[src/rtl/cdc_map.vh]
// Purpose: constants for the clock divider control block
// Assumes: included by bare name from rtl files
// Notes:   definitions only
`ifndef CDC_MAP_VH
`define CDC_MAP_VH

// register byte offsets on the avalon slave
`define CDC_OFS_CTRL        4'h0
`define CDC_OFS_STAT        4'h4
// control register: 16 bits, low half of the data word
`define CDC_CTRL_W          16
`define CDC_CTRL_RST        16'h0222
// field positions (lsb) of the 3-bit selects
`define CDC_BUS_LSB         0
`define CDC_PERIPH_LSB      4
`define CDC_CORE_LSB        8
// status register: pending flag position
`define CDC_STAT_PEND_BIT   12
// select codes (ratio to input clock)
`define CDC_SEL_X8          3'h0
`define CDC_SEL_X4          3'h1
`define CDC_SEL_X2          3'h2
`define CDC_SEL_X1          3'h3
// fixed multiplication of the input clock
`define CDC_MULT            8
// reference phase counter width and last phase
`define CDC_PH_W            3
`define CDC_PH_LAST         3'h7

`endif

[src/rtl/cdc_div_en.v]
// Purpose: one divided clock, given as a one-cycle enable pulse
// Assumes: all dividers share one free phase counter
// Notes:   pulse is registered, so it trails the phase by one cycle
`timescale 1ns/10ps
`default_nettype none
`include "cdc_map.vh"

module cdc_div_en
(
    input  wire                 i_clk,   // multiplied reference clock
    input  wire                 i_rst,   // async, active high
    input  wire [`CDC_PH_W-1:0] i_phase, // shared phase counter
    input  wire [2:0]           i_code,  // effective select, 0..3
    output reg                  o_en     // one pulse per divided period
);

    reg [`CDC_PH_W-1:0] mask;            // low phase bits that must be set

    // ratio code to phase mask: x8 -> /1, x4 -> /2, x2 -> /4, x1 -> /8
    always @*
    begin
        case (i_code)
            `CDC_SEL_X8: mask = 3'h0;
            `CDC_SEL_X4: mask = 3'h1;
            `CDC_SEL_X2: mask = 3'h3;
            default:     mask = 3'h7;
        endcase
    end

    // pulse at the last phase of each period; all periods end at phase 7
    always @(posedge i_clk or posedge i_rst)
    begin
        if (i_rst)
            o_en <= 1'b0;
        else
            o_en <= ((i_phase & mask) == mask);
    end

endmodule // cdc_div_en

`default_nettype wire

[src/rtl/cdc_clock_divider.v]
// Purpose: clock divider control; derives core, peripheral and bus
//          clock enables from the multiplied reference clock
// Assumes: i_clk is the reference after the fixed multiply by eight
// Notes:   avalon-mm slave with one wait state on every access
//
// Function
// - bit 3 reserved, reads zero
// - bus select bits 2..0, reset x2
// - bus clock never faster than core
// - reference is input clock times eight
// - divide by 1,2,4,8; new selects apply
// - peripheral clock never faster than core
// - changes wait for current bus cycle
// - switch within one bus clock cycle; the code switches at the next phase 7, up to 8 cycles after bus idle
// - peripherals run on peripheral clock enable
// - core select bits 10..8, reset x2
// - peripheral select bits 6..4, reset x2
//
// The placing of the registers and the Avalon-MM interface to the registers are this design's own decisions.
`timescale 1ns/10ps
`default_nettype none
`include "cdc_map.vh"

module cdc_clock_divider
(
    input  wire        i_clk,              // multiplied reference clock
    input  wire        i_rst,              // async reset, active high
    input  wire [3:0]  i_avs_address,      // byte address
    input  wire        i_avs_read,         // read request
    input  wire        i_avs_write,        // write request
    input  wire [31:0] i_avs_writedata,    // write data
    input  wire [3:0]  i_avs_byteenable,   // byte lanes
    output reg  [31:0] o_avs_readdata,     // read data
    output wire        o_avs_waitrequest,  // stall until answer
    input  wire        i_bus_busy,         // external bus cycle running
    output wire        o_core_clk_en,      // core, dma, transfer ctrl
    output wire        o_periph_clk_en,    // on-chip peripherals
    output wire        o_bus_clk_en,       // external bus clock
    output wire        o_cfg_pending       // new selects waiting
);

    // phase counter width is the log2 of the fixed multiply

    reg  [2:0] core_sel_r;      // programmed core select
    reg  [2:0] periph_sel_r;    // programmed peripheral select
    reg  [2:0] bus_sel_r;       // programmed bus select
    reg  [2:0] core_act_r;      // applied core code
    reg  [2:0] periph_act_r;    // applied peripheral code
    reg  [2:0] bus_act_r;       // applied bus code
    reg        pend_r;          // write seen, not yet applied
    reg        ack_r;           // one wait state done
    reg  [`CDC_PH_W-1:0] phase_r;   // shared reference phase
    reg  [2:0] core_nxt;        // clamped core code
    reg  [2:0] periph_nxt;      // clamped peripheral code
    reg  [2:0] bus_nxt;         // clamped bus code
    wire       req;             // any access
    wire       wr_hit;          // accepted write to control
    wire       apply;           // move programmed into applied
    wire [15:0] ctrl_view;      // control register as read

    // forbidden codes 1xx are treated as the slowest ratio
    function [2:0] cdc_legal;
        input [2:0] code;
        begin
            cdc_legal = code[2] ? `CDC_SEL_X1 : code;
        end
    endfunction

    // larger code means slower clock; keep the slower of the two
    function [2:0] cdc_slower;
        input [2:0] a;
        input [2:0] b;
        begin
            cdc_slower = (a > b) ? a : b;
        end
    endfunction

    // avalon handshake: every access waits exactly one cycle
    assign req               = i_avs_read | i_avs_write;
    assign o_avs_waitrequest = req & ~ack_r;
    assign wr_hit            = i_avs_write & ack_r &
                               (i_avs_address == `CDC_OFS_CTRL);

    // ack toggles so back to back requests each get a wait state
    always @(posedge i_clk or posedge i_rst)
    begin
        if (i_rst)
            ack_r <= 1'b0;
        else
            ack_r <= req & ~ack_r;
    end

    // reserved bits 3, 7 and above 10 read zero
    assign ctrl_view = {5'h00, core_sel_r, 1'b0, periph_sel_r,
                        1'b0, bus_sel_r};

    // read data registered, valid at the edge waitrequest drops
    always @(posedge i_clk or posedge i_rst)
    begin
        if (i_rst)
            o_avs_readdata <= 32'h0000_0000;
        else if (i_avs_read & ~ack_r)
        begin
            case (i_avs_address)
                `CDC_OFS_CTRL:
                    o_avs_readdata <= {16'h0000, ctrl_view};
                `CDC_OFS_STAT:
                    o_avs_readdata <= {19'h0_0000, pend_r,
                                       1'b0, core_act_r,
                                       1'b0, periph_act_r,
                                       1'b0, bus_act_r};
                // unmapped: read as zero
                default:
                    o_avs_readdata <= 32'h0000_0000;
            endcase
        end
    end

    // core, peripheral and bus select fields, reset x2; reserved bits dropped
    always @(posedge i_clk or posedge i_rst)
    begin
        if (i_rst)
        begin
            core_sel_r   <= `CDC_SEL_X2;
            periph_sel_r <= `CDC_SEL_X2;
            bus_sel_r    <= `CDC_SEL_X2;
        end
        else if (wr_hit)
        begin
            if (i_avs_byteenable[1])
                core_sel_r <= i_avs_writedata[`CDC_CORE_LSB +: 3];
            if (i_avs_byteenable[0])
            begin
                periph_sel_r <= i_avs_writedata[`CDC_PERIPH_LSB +: 3];
                bus_sel_r    <= i_avs_writedata[`CDC_BUS_LSB +: 3];
            end
        end
    end

    // one phase step per reference cycle, eight per input cycle
    always @(posedge i_clk or posedge i_rst)
    begin
        if (i_rst)
            phase_r <= 3'h0;
        else
            phase_r <= phase_r + 3'h1;
    end

    // hold change while the external bus cycle runs
    // apply only where every divided period ends together
    assign apply = pend_r & ~i_bus_busy & (phase_r == `CDC_PH_LAST);

    // pending: a write in the apply cycle keeps it set
    always @(posedge i_clk or posedge i_rst)
    begin
        if (i_rst)
            pend_r <= 1'b0;
        else if (wr_hit)
            pend_r <= 1'b1;
        else if (apply)
            pend_r <= 1'b0;
    end

    assign o_cfg_pending = pend_r;

    // effective codes from the programmed selects
    always @*
    begin
        core_nxt = cdc_legal(core_sel_r);
        // core setting wins over a faster peripheral setting
        periph_nxt = cdc_slower(cdc_legal(periph_sel_r), core_nxt);
        // bus clock clamped to the core frequency
        bus_nxt = cdc_slower(cdc_legal(bus_sel_r), core_nxt);
    end

    // the slowest period is eight cycles, so at most one
    // period of the slowest clock passes between bus idle and the switch
    always @(posedge i_clk or posedge i_rst)
    begin
        if (i_rst)
        begin
            core_act_r   <= `CDC_SEL_X2;
            periph_act_r <= `CDC_SEL_X2;
            bus_act_r    <= `CDC_SEL_X2;
        end
        else if (apply)
        begin
            core_act_r   <= core_nxt;
            periph_act_r <= periph_nxt;
            bus_act_r    <= bus_nxt;
        end
    end

    cdc_div_en u_core
    (
        .i_clk   (i_clk),
        .i_rst   (i_rst),
        .i_phase (phase_r),
        .i_code  (core_act_r),
        .o_en    (o_core_clk_en)
    );

    // peripheral divider, feeds all but dma engines
    cdc_div_en u_periph
    (
        .i_clk   (i_clk),
        .i_rst   (i_rst),
        .i_phase (phase_r),
        .i_code  (periph_act_r),
        .o_en    (o_periph_clk_en)
    );

    cdc_div_en u_bus
    (
        .i_clk   (i_clk),
        .i_rst   (i_rst),
        .i_phase (phase_r),
        .i_code  (bus_act_r),
        .o_en    (o_bus_clk_en)
    );

endmodule // cdc_clock_divider

`default_nettype wire

[config.mk]
export PLATFORM = sky130hd
export DESIGN_NAME = cdc_clock_divider
export DESIGN_NICKNAME = d
export VERILOG_FILES = /design/src/rtl/cdc_div_en.v /design/src/rtl/cdc_clock_divider.v
export VERILOG_INCLUDE_DIRS = /design/src /design/src/rtl
export SDC_FILE = /design/constraint.sdc
export NUM_CORES = 1
export LEC_CHECK = 0
export BUFFER_PORTS_ARGS = -buffer_cell sky130_fd_sc_hd__buf_2
export CORE_MARGIN = 10
export CORE_UTILIZATION = 49
export DETAILED_ROUTE_END_ITERATION = 8
export PLACE_DENSITY = 0.95
export SETUP_SLACK_MARGIN = 0.5
export SLEW_MARGIN = 0
export SYNTH_ARGS = -nofsm -noshare
export SYNTH_HDL_FRONTEND = slang
export SYNTH_SLANG_ARGS = --single-unit
export TNS_END_PERCENT = 30
[constraint.sdc]
create_clock -name i_clk -period 3.2 [get_ports i_clk]
set_input_delay 0.48 -clock i_clk [delete_from_list [all_inputs] [get_ports i_clk]]
set_output_delay 0.48 -clock i_clk [all_outputs]
set_load 0.01 [all_outputs]
==> flow_results.org <==
** Run status
- The flow ran to the end, and the final reports show no timing, DRC or antenna violations.

** Setup path
- For the worst flop-to-flop path, the logic depth is 4.
- In this run the worst path has a maximum fanout of 12.
- Crit. End Element :: flip-flop
- Worst reg2reg path endpoint :: o_avs_readdata[5]$_DFFE_PP0P_
- By startpoint and endpoint, the worst setup path is classified as reg2reg.
- CP Buf/Inv Count :: 1
- Largest stage delay on the critical path :: ~0.46 ns
- Startpoint types :: flip-flop
- In this run the register-to-register setup slack is about 1.6 ns.
- Arrival time at the worst endpoint :: between 1.5 and 2 ns
- Family with the most delay on the worst path :: simple AND/OR/NAND/NOR gates
- The slowest stage of the critical path belongs to the cell sky130_fd_sc_hd__dfrtp_1.
- Data on the critical path is required at its endpoint by 3.48 ns.
- Logic depth of the worst path, buffers included :: 4
- Crit Reg-Reg Startpoint :: ack_r$_DFF_PP0_
- Cell Chain, Critical Path :: nand2b_1 > nor4bb_1 > buf_4 > a221o_1

** Global route
- Global routing used approximately an eighth of the available tracks across all layers.
- Congestion Overflow GR :: 0
- Number of global-route vias before repair :: approximately 1,300
- The first global-routing pass estimated about 6000 um of wire.
- Initial antenna violation count :: 1
- Entering global routing, the biggest net connects 34 pins.

** Synth
- Each instance of the synthesized netlist takes up on average 11.6 um^2.
- Portion of the post-synthesis area used by sequential elements :: 49.3%
- The synthesized netlist occupies a cell area of between 1500 and 2000 um^2.
- Ranked by instance count, the synthesized netlist is headed by 27 x sky130_fd_sc_hd__dfrtp_1, 23 x sky130_fd_sc_hd__buf_4, 9 x sky130_fd_sc_hd__nand2_1.
- Synthesis Warnings :: 0
- The synthesized design spends more area on one cell type than any other, namely sky130_fd_sc_hd__dfrtp_1.
- For this run, the leading register cell type out of synthesis is sky130_fd_sc_hd__dfrtp_1.
- Counting distinct cell types in the post-synthesis netlist gives 33.
- The cell count after synthesis came out at approximately 150.
- In the synthesized netlist the async set-or-reset flop fraction comes to 100%.
- Count leader, synth :: sky130_fd_sc_hd__dfrtp_1
- Number of enable-type register cells in the synthesized netlist :: 0
- Share of the synthesized area in the top cell type :: about two fifths
- Counting flops and latches in the post-synthesis netlist gives 33.
- After synthesis, the cell types taking the most area are sky130_fd_sc_hd__dfrtp_1 40%, sky130_fd_sc_hd__buf_4 10%, sky130_fd_sc_hd__dfstp_2 9.3%, sky130_fd_sc_hd__mux2_2 4.7%, sky130_fd_sc_hd__ha_1 4.4%.

** STA
- The worst path uses slightly above 50% of the clock period.
- RSZ-0062 raised after global routing :: no
- Final count of hold timing violations :: 0
- Setup violations remaining at the end of the flow were counted as 0.
- Clock skew :: 0.00785 ns
- Adding up every negative setup slack in the final design gives 0 ns.
- Max Clock Freq :: between 600 and 700 MHz
- The clock period could shrink to roughly 1.6 ns.
- Once routing completed, OpenROAD measured the worst setup slack at ~1.6 ns.
- The count of pins over their slew limit came to 0.

** Routing
- 1st-pass router iterations :: 4
- DRC viols :: 0
- For this block, the initial DRC count from the detailed router was 98.
- Total via count in the routed design :: between 1,000 and 1,500
- Overall routed net length :: between 3000 and 4000 um
- Detailed routing placed a total of roughly 1800 um of wire on met2.
- The detailed router put a total of ~1400 um of wire on met1.
- In the final routed layout, each cell accounts on average for approximately 16 um.
- Length of routed met3 wiring :: about 330 um
- Routed signal wires occupy layers up through met4.
- After detailed routing, the number of vias per cell comes to between 5 and 6.
- The detail route stage leaves a number of antenna-violating nets equal to 0.

** Placed design
- The congestion estimate from routability-driven global placement came to just under 0.8.
- IO buf count :: 34
- Number of placed cells counting well taps :: around 220
- OpenSTA, run right after detailed placement, puts the worst setup slack at around 1.4 ns.
- Summed over all nets, the half-perimeter wirelength after detailed placement is between 2000 and 3000 um.

** CTS
- Post-CTS repair changed the size of 0 cells.
- Once the clock tree was built, the setup fixing pass inserted 0 buffers.
- Clk buf depth :: 2
- Buffers inserted to repair hold after CTS numbered 0.
- For the worst-skew pair, the clock arrives at the later sink with an insertion delay of roughly 0.34 ns.
- Counting every sink on the clock net gives 33.
- Number of buffers created by CTS :: 5
- TritonCTS built the clock tree.
- Clock Root Buffer :: sky130_fd_sc_hd__clkbuf_4
- After clock tree synthesis, the clock-pin slew on the worst setup and hold paths is 0.09 ns.
- H-tree Lvls :: 2

** Floorplan
- The initial utilization of the core area, before any placement, comes to between 50 and 60%.
- The total area inside the core boundary comes to around 3300 um^2.
- Overall die area :: between 6000 and 7000 um^2
- From bottom edge to top edge, the die measures ~79 um.
- Number of primary I/O pins :: a little over 80
- Die outline width :: just under 80 um
- Std cell rows :: 21

** Min path
- Hold Path Class :: in2async

** Cells and area
- Fraction of layout instances using a drive strength above 1 :: around 36%
- The area growth from synthesis to layout is 11.5%.
- Once layout is complete, the utilization of the core stands at between 50% and 60%.
- Final net count :: about 240
- Count of placed standard cells in the final layout, fillers left out :: 231

** Run
- Across the run, the number of max-cap violations was 0.

** Pwr
- Summing internal, switching and leakage power gives ~0.00098 W.
- Across the VDD grid, the largest voltage drop is approximately 0.28 mV.
- Power spread over the standard cell area amounts to around 520 nW/um^2.
- Summed over all cells, the static leakage comes to 1.00 nW.
==> routing by layer <==
| metal | track usage, % | up-vias |
|---|---|---|
| li1 | - | 551 |
| met3 | 5.97 | 12 |
| met2 | 19.3 | 52 |
| met1 | 12.9 | 554 |
| met5 | 0 | - |
| met4 | 7.89 | 0 |
==> power by group <==
part	internal (W)	total, W	switching [W]
Clock	0.000103	0.000236	0.000132
Sequential	0.000477	0.000518	0.0000413
Combinational	0.000101	0.000225	0.000125
Total	0.000681	0.000979	0.000298
==> cell usage in the layout, fill, tap and decap left out, types with 2 or more instances in the layout <==
cell type                   netlist  final
sky130_fd_sc_hd__nor2_1           5      5
sky130_fd_sc_hd__o21a_1           2      2
sky130_fd_sc_hd__buf_4           23      2
sky130_fd_sc_hd__or2_2            5      5
sky130_fd_sc_hd__a22oi_1          3      3
sky130_fd_sc_hd__mux2_2           7      7
sky130_fd_sc_hd__nor2b_1          2      2
sky130_fd_sc_hd__ha_1             6      6
sky130_fd_sc_hd__a22o_1           4      4
sky130_fd_sc_hd__o31ai_1          2      2
sky130_fd_sc_hd__clkbuf_4         0      5
sky130_fd_sc_hd__mux2_4           2      2
sky130_fd_sc_hd__o211ai_1         2      2
sky130_fd_sc_hd__dfrtp_1         27     27
sky130_fd_sc_hd__a221o_1          6      6
sky130_fd_sc_hd__o2111ai_1        2      2
sky130_fd_sc_hd__o21ai_0          6      6
sky130_fd_sc_hd__nand2_1          9      9
sky130_fd_sc_hd__conb_1           1     22
sky130_fd_sc_hd__buf_2            1     34
sky130_fd_sc_hd__and2_1           5      5
sky130_fd_sc_hd__inv_1            7      7
sky130_fd_sc_hd__nand2b_1         2      2
sky130_fd_sc_hd__dfstp_2          6      6
==> flip-flops by register name (all words and copies together), names as in the netlist <==
name	count
bus_act_r	2
core_act_r	2
o_cfg_pending	1
u_bus.o_en	1
periph_act_r	2
bus_sel_r	3
core_sel_r	3
o_avs_readdata	10
periph_sel_r	3
ack_r	1
u_core.o_en	1
phase_r	3
u_periph.o_en	1
==> worst min-delay path: cells and delay by family <==
family   cells  cell delay (ns)
buf+inv      3             0.50
==> through the flow <==
| step | hold slack, ns | cell area (um^2) |
|---|---|---|
| final | 0.199 | 1880 |
| after CTS | 0.216 | 1880 |
| after global placement | 0.476 | 1830 |
| after detailed placement | 0.487 | 1830 |
| after floorplan | 0.452 | 1770 |
| after global routing | 0.256 | 1880 |
==> worst max path at each step <==
| stage | from | end |
|---|---|---|
| after floorplan | i_avs_address[2] | bus_sel_r[2]$_DFFE_PP0P_ |
| after global placement | i_avs_address[2] | o_avs_readdata[8]$_DFFE_PP0P_ |
| after detailed placement | i_avs_address[2] | o_avs_readdata[5]$_DFFE_PP0P_ |
| after CTS | ack_r$_DFF_PP0_ | o_avs_readdata[5]$_DFFE_PP0P_ |
| after global routing | ack_r$_DFF_PP0_ | o_avs_readdata[5]$_DFFE_PP0P_ |
| final | ack_r$_DFF_PP0_ | o_avs_readdata[5]$_DFFE_PP0P_ |
==> final cells by class <==
cell class / instances / area (um^2)
tap: 46 / 57.6
multi-input combinational: 101 / 723
sequential: 33 / 833
timing repair buffer: 36 / 185
fill: 293 / 1450
antenna: 1 / 2.50
clock buffer: 7 / 55.1
inverter: 7 / 26.3
==> cell families (layout without fill, tap and decap cells) <==
| kind of cell | count (synthesis) | after routing | share of synthesized area, % |
|---|---|---|---|
| and+or+nand+nor | 36 | 36 | 14.0 |
| AOI/OAI and AO/OA | 28 | 28 | 13.0 |
| DFF | 33 | 33 | 49.3 |
| adders and majority gates | 6 | 6 | 4.44 |
| other | 1 | 23 | 0.222 |
| muxes | 9 | 9 | 6.44 |
| buffers and inverters | 33 | 50 | 12.5 |
No activity file was read; power rests on OpenSTA's default activity.
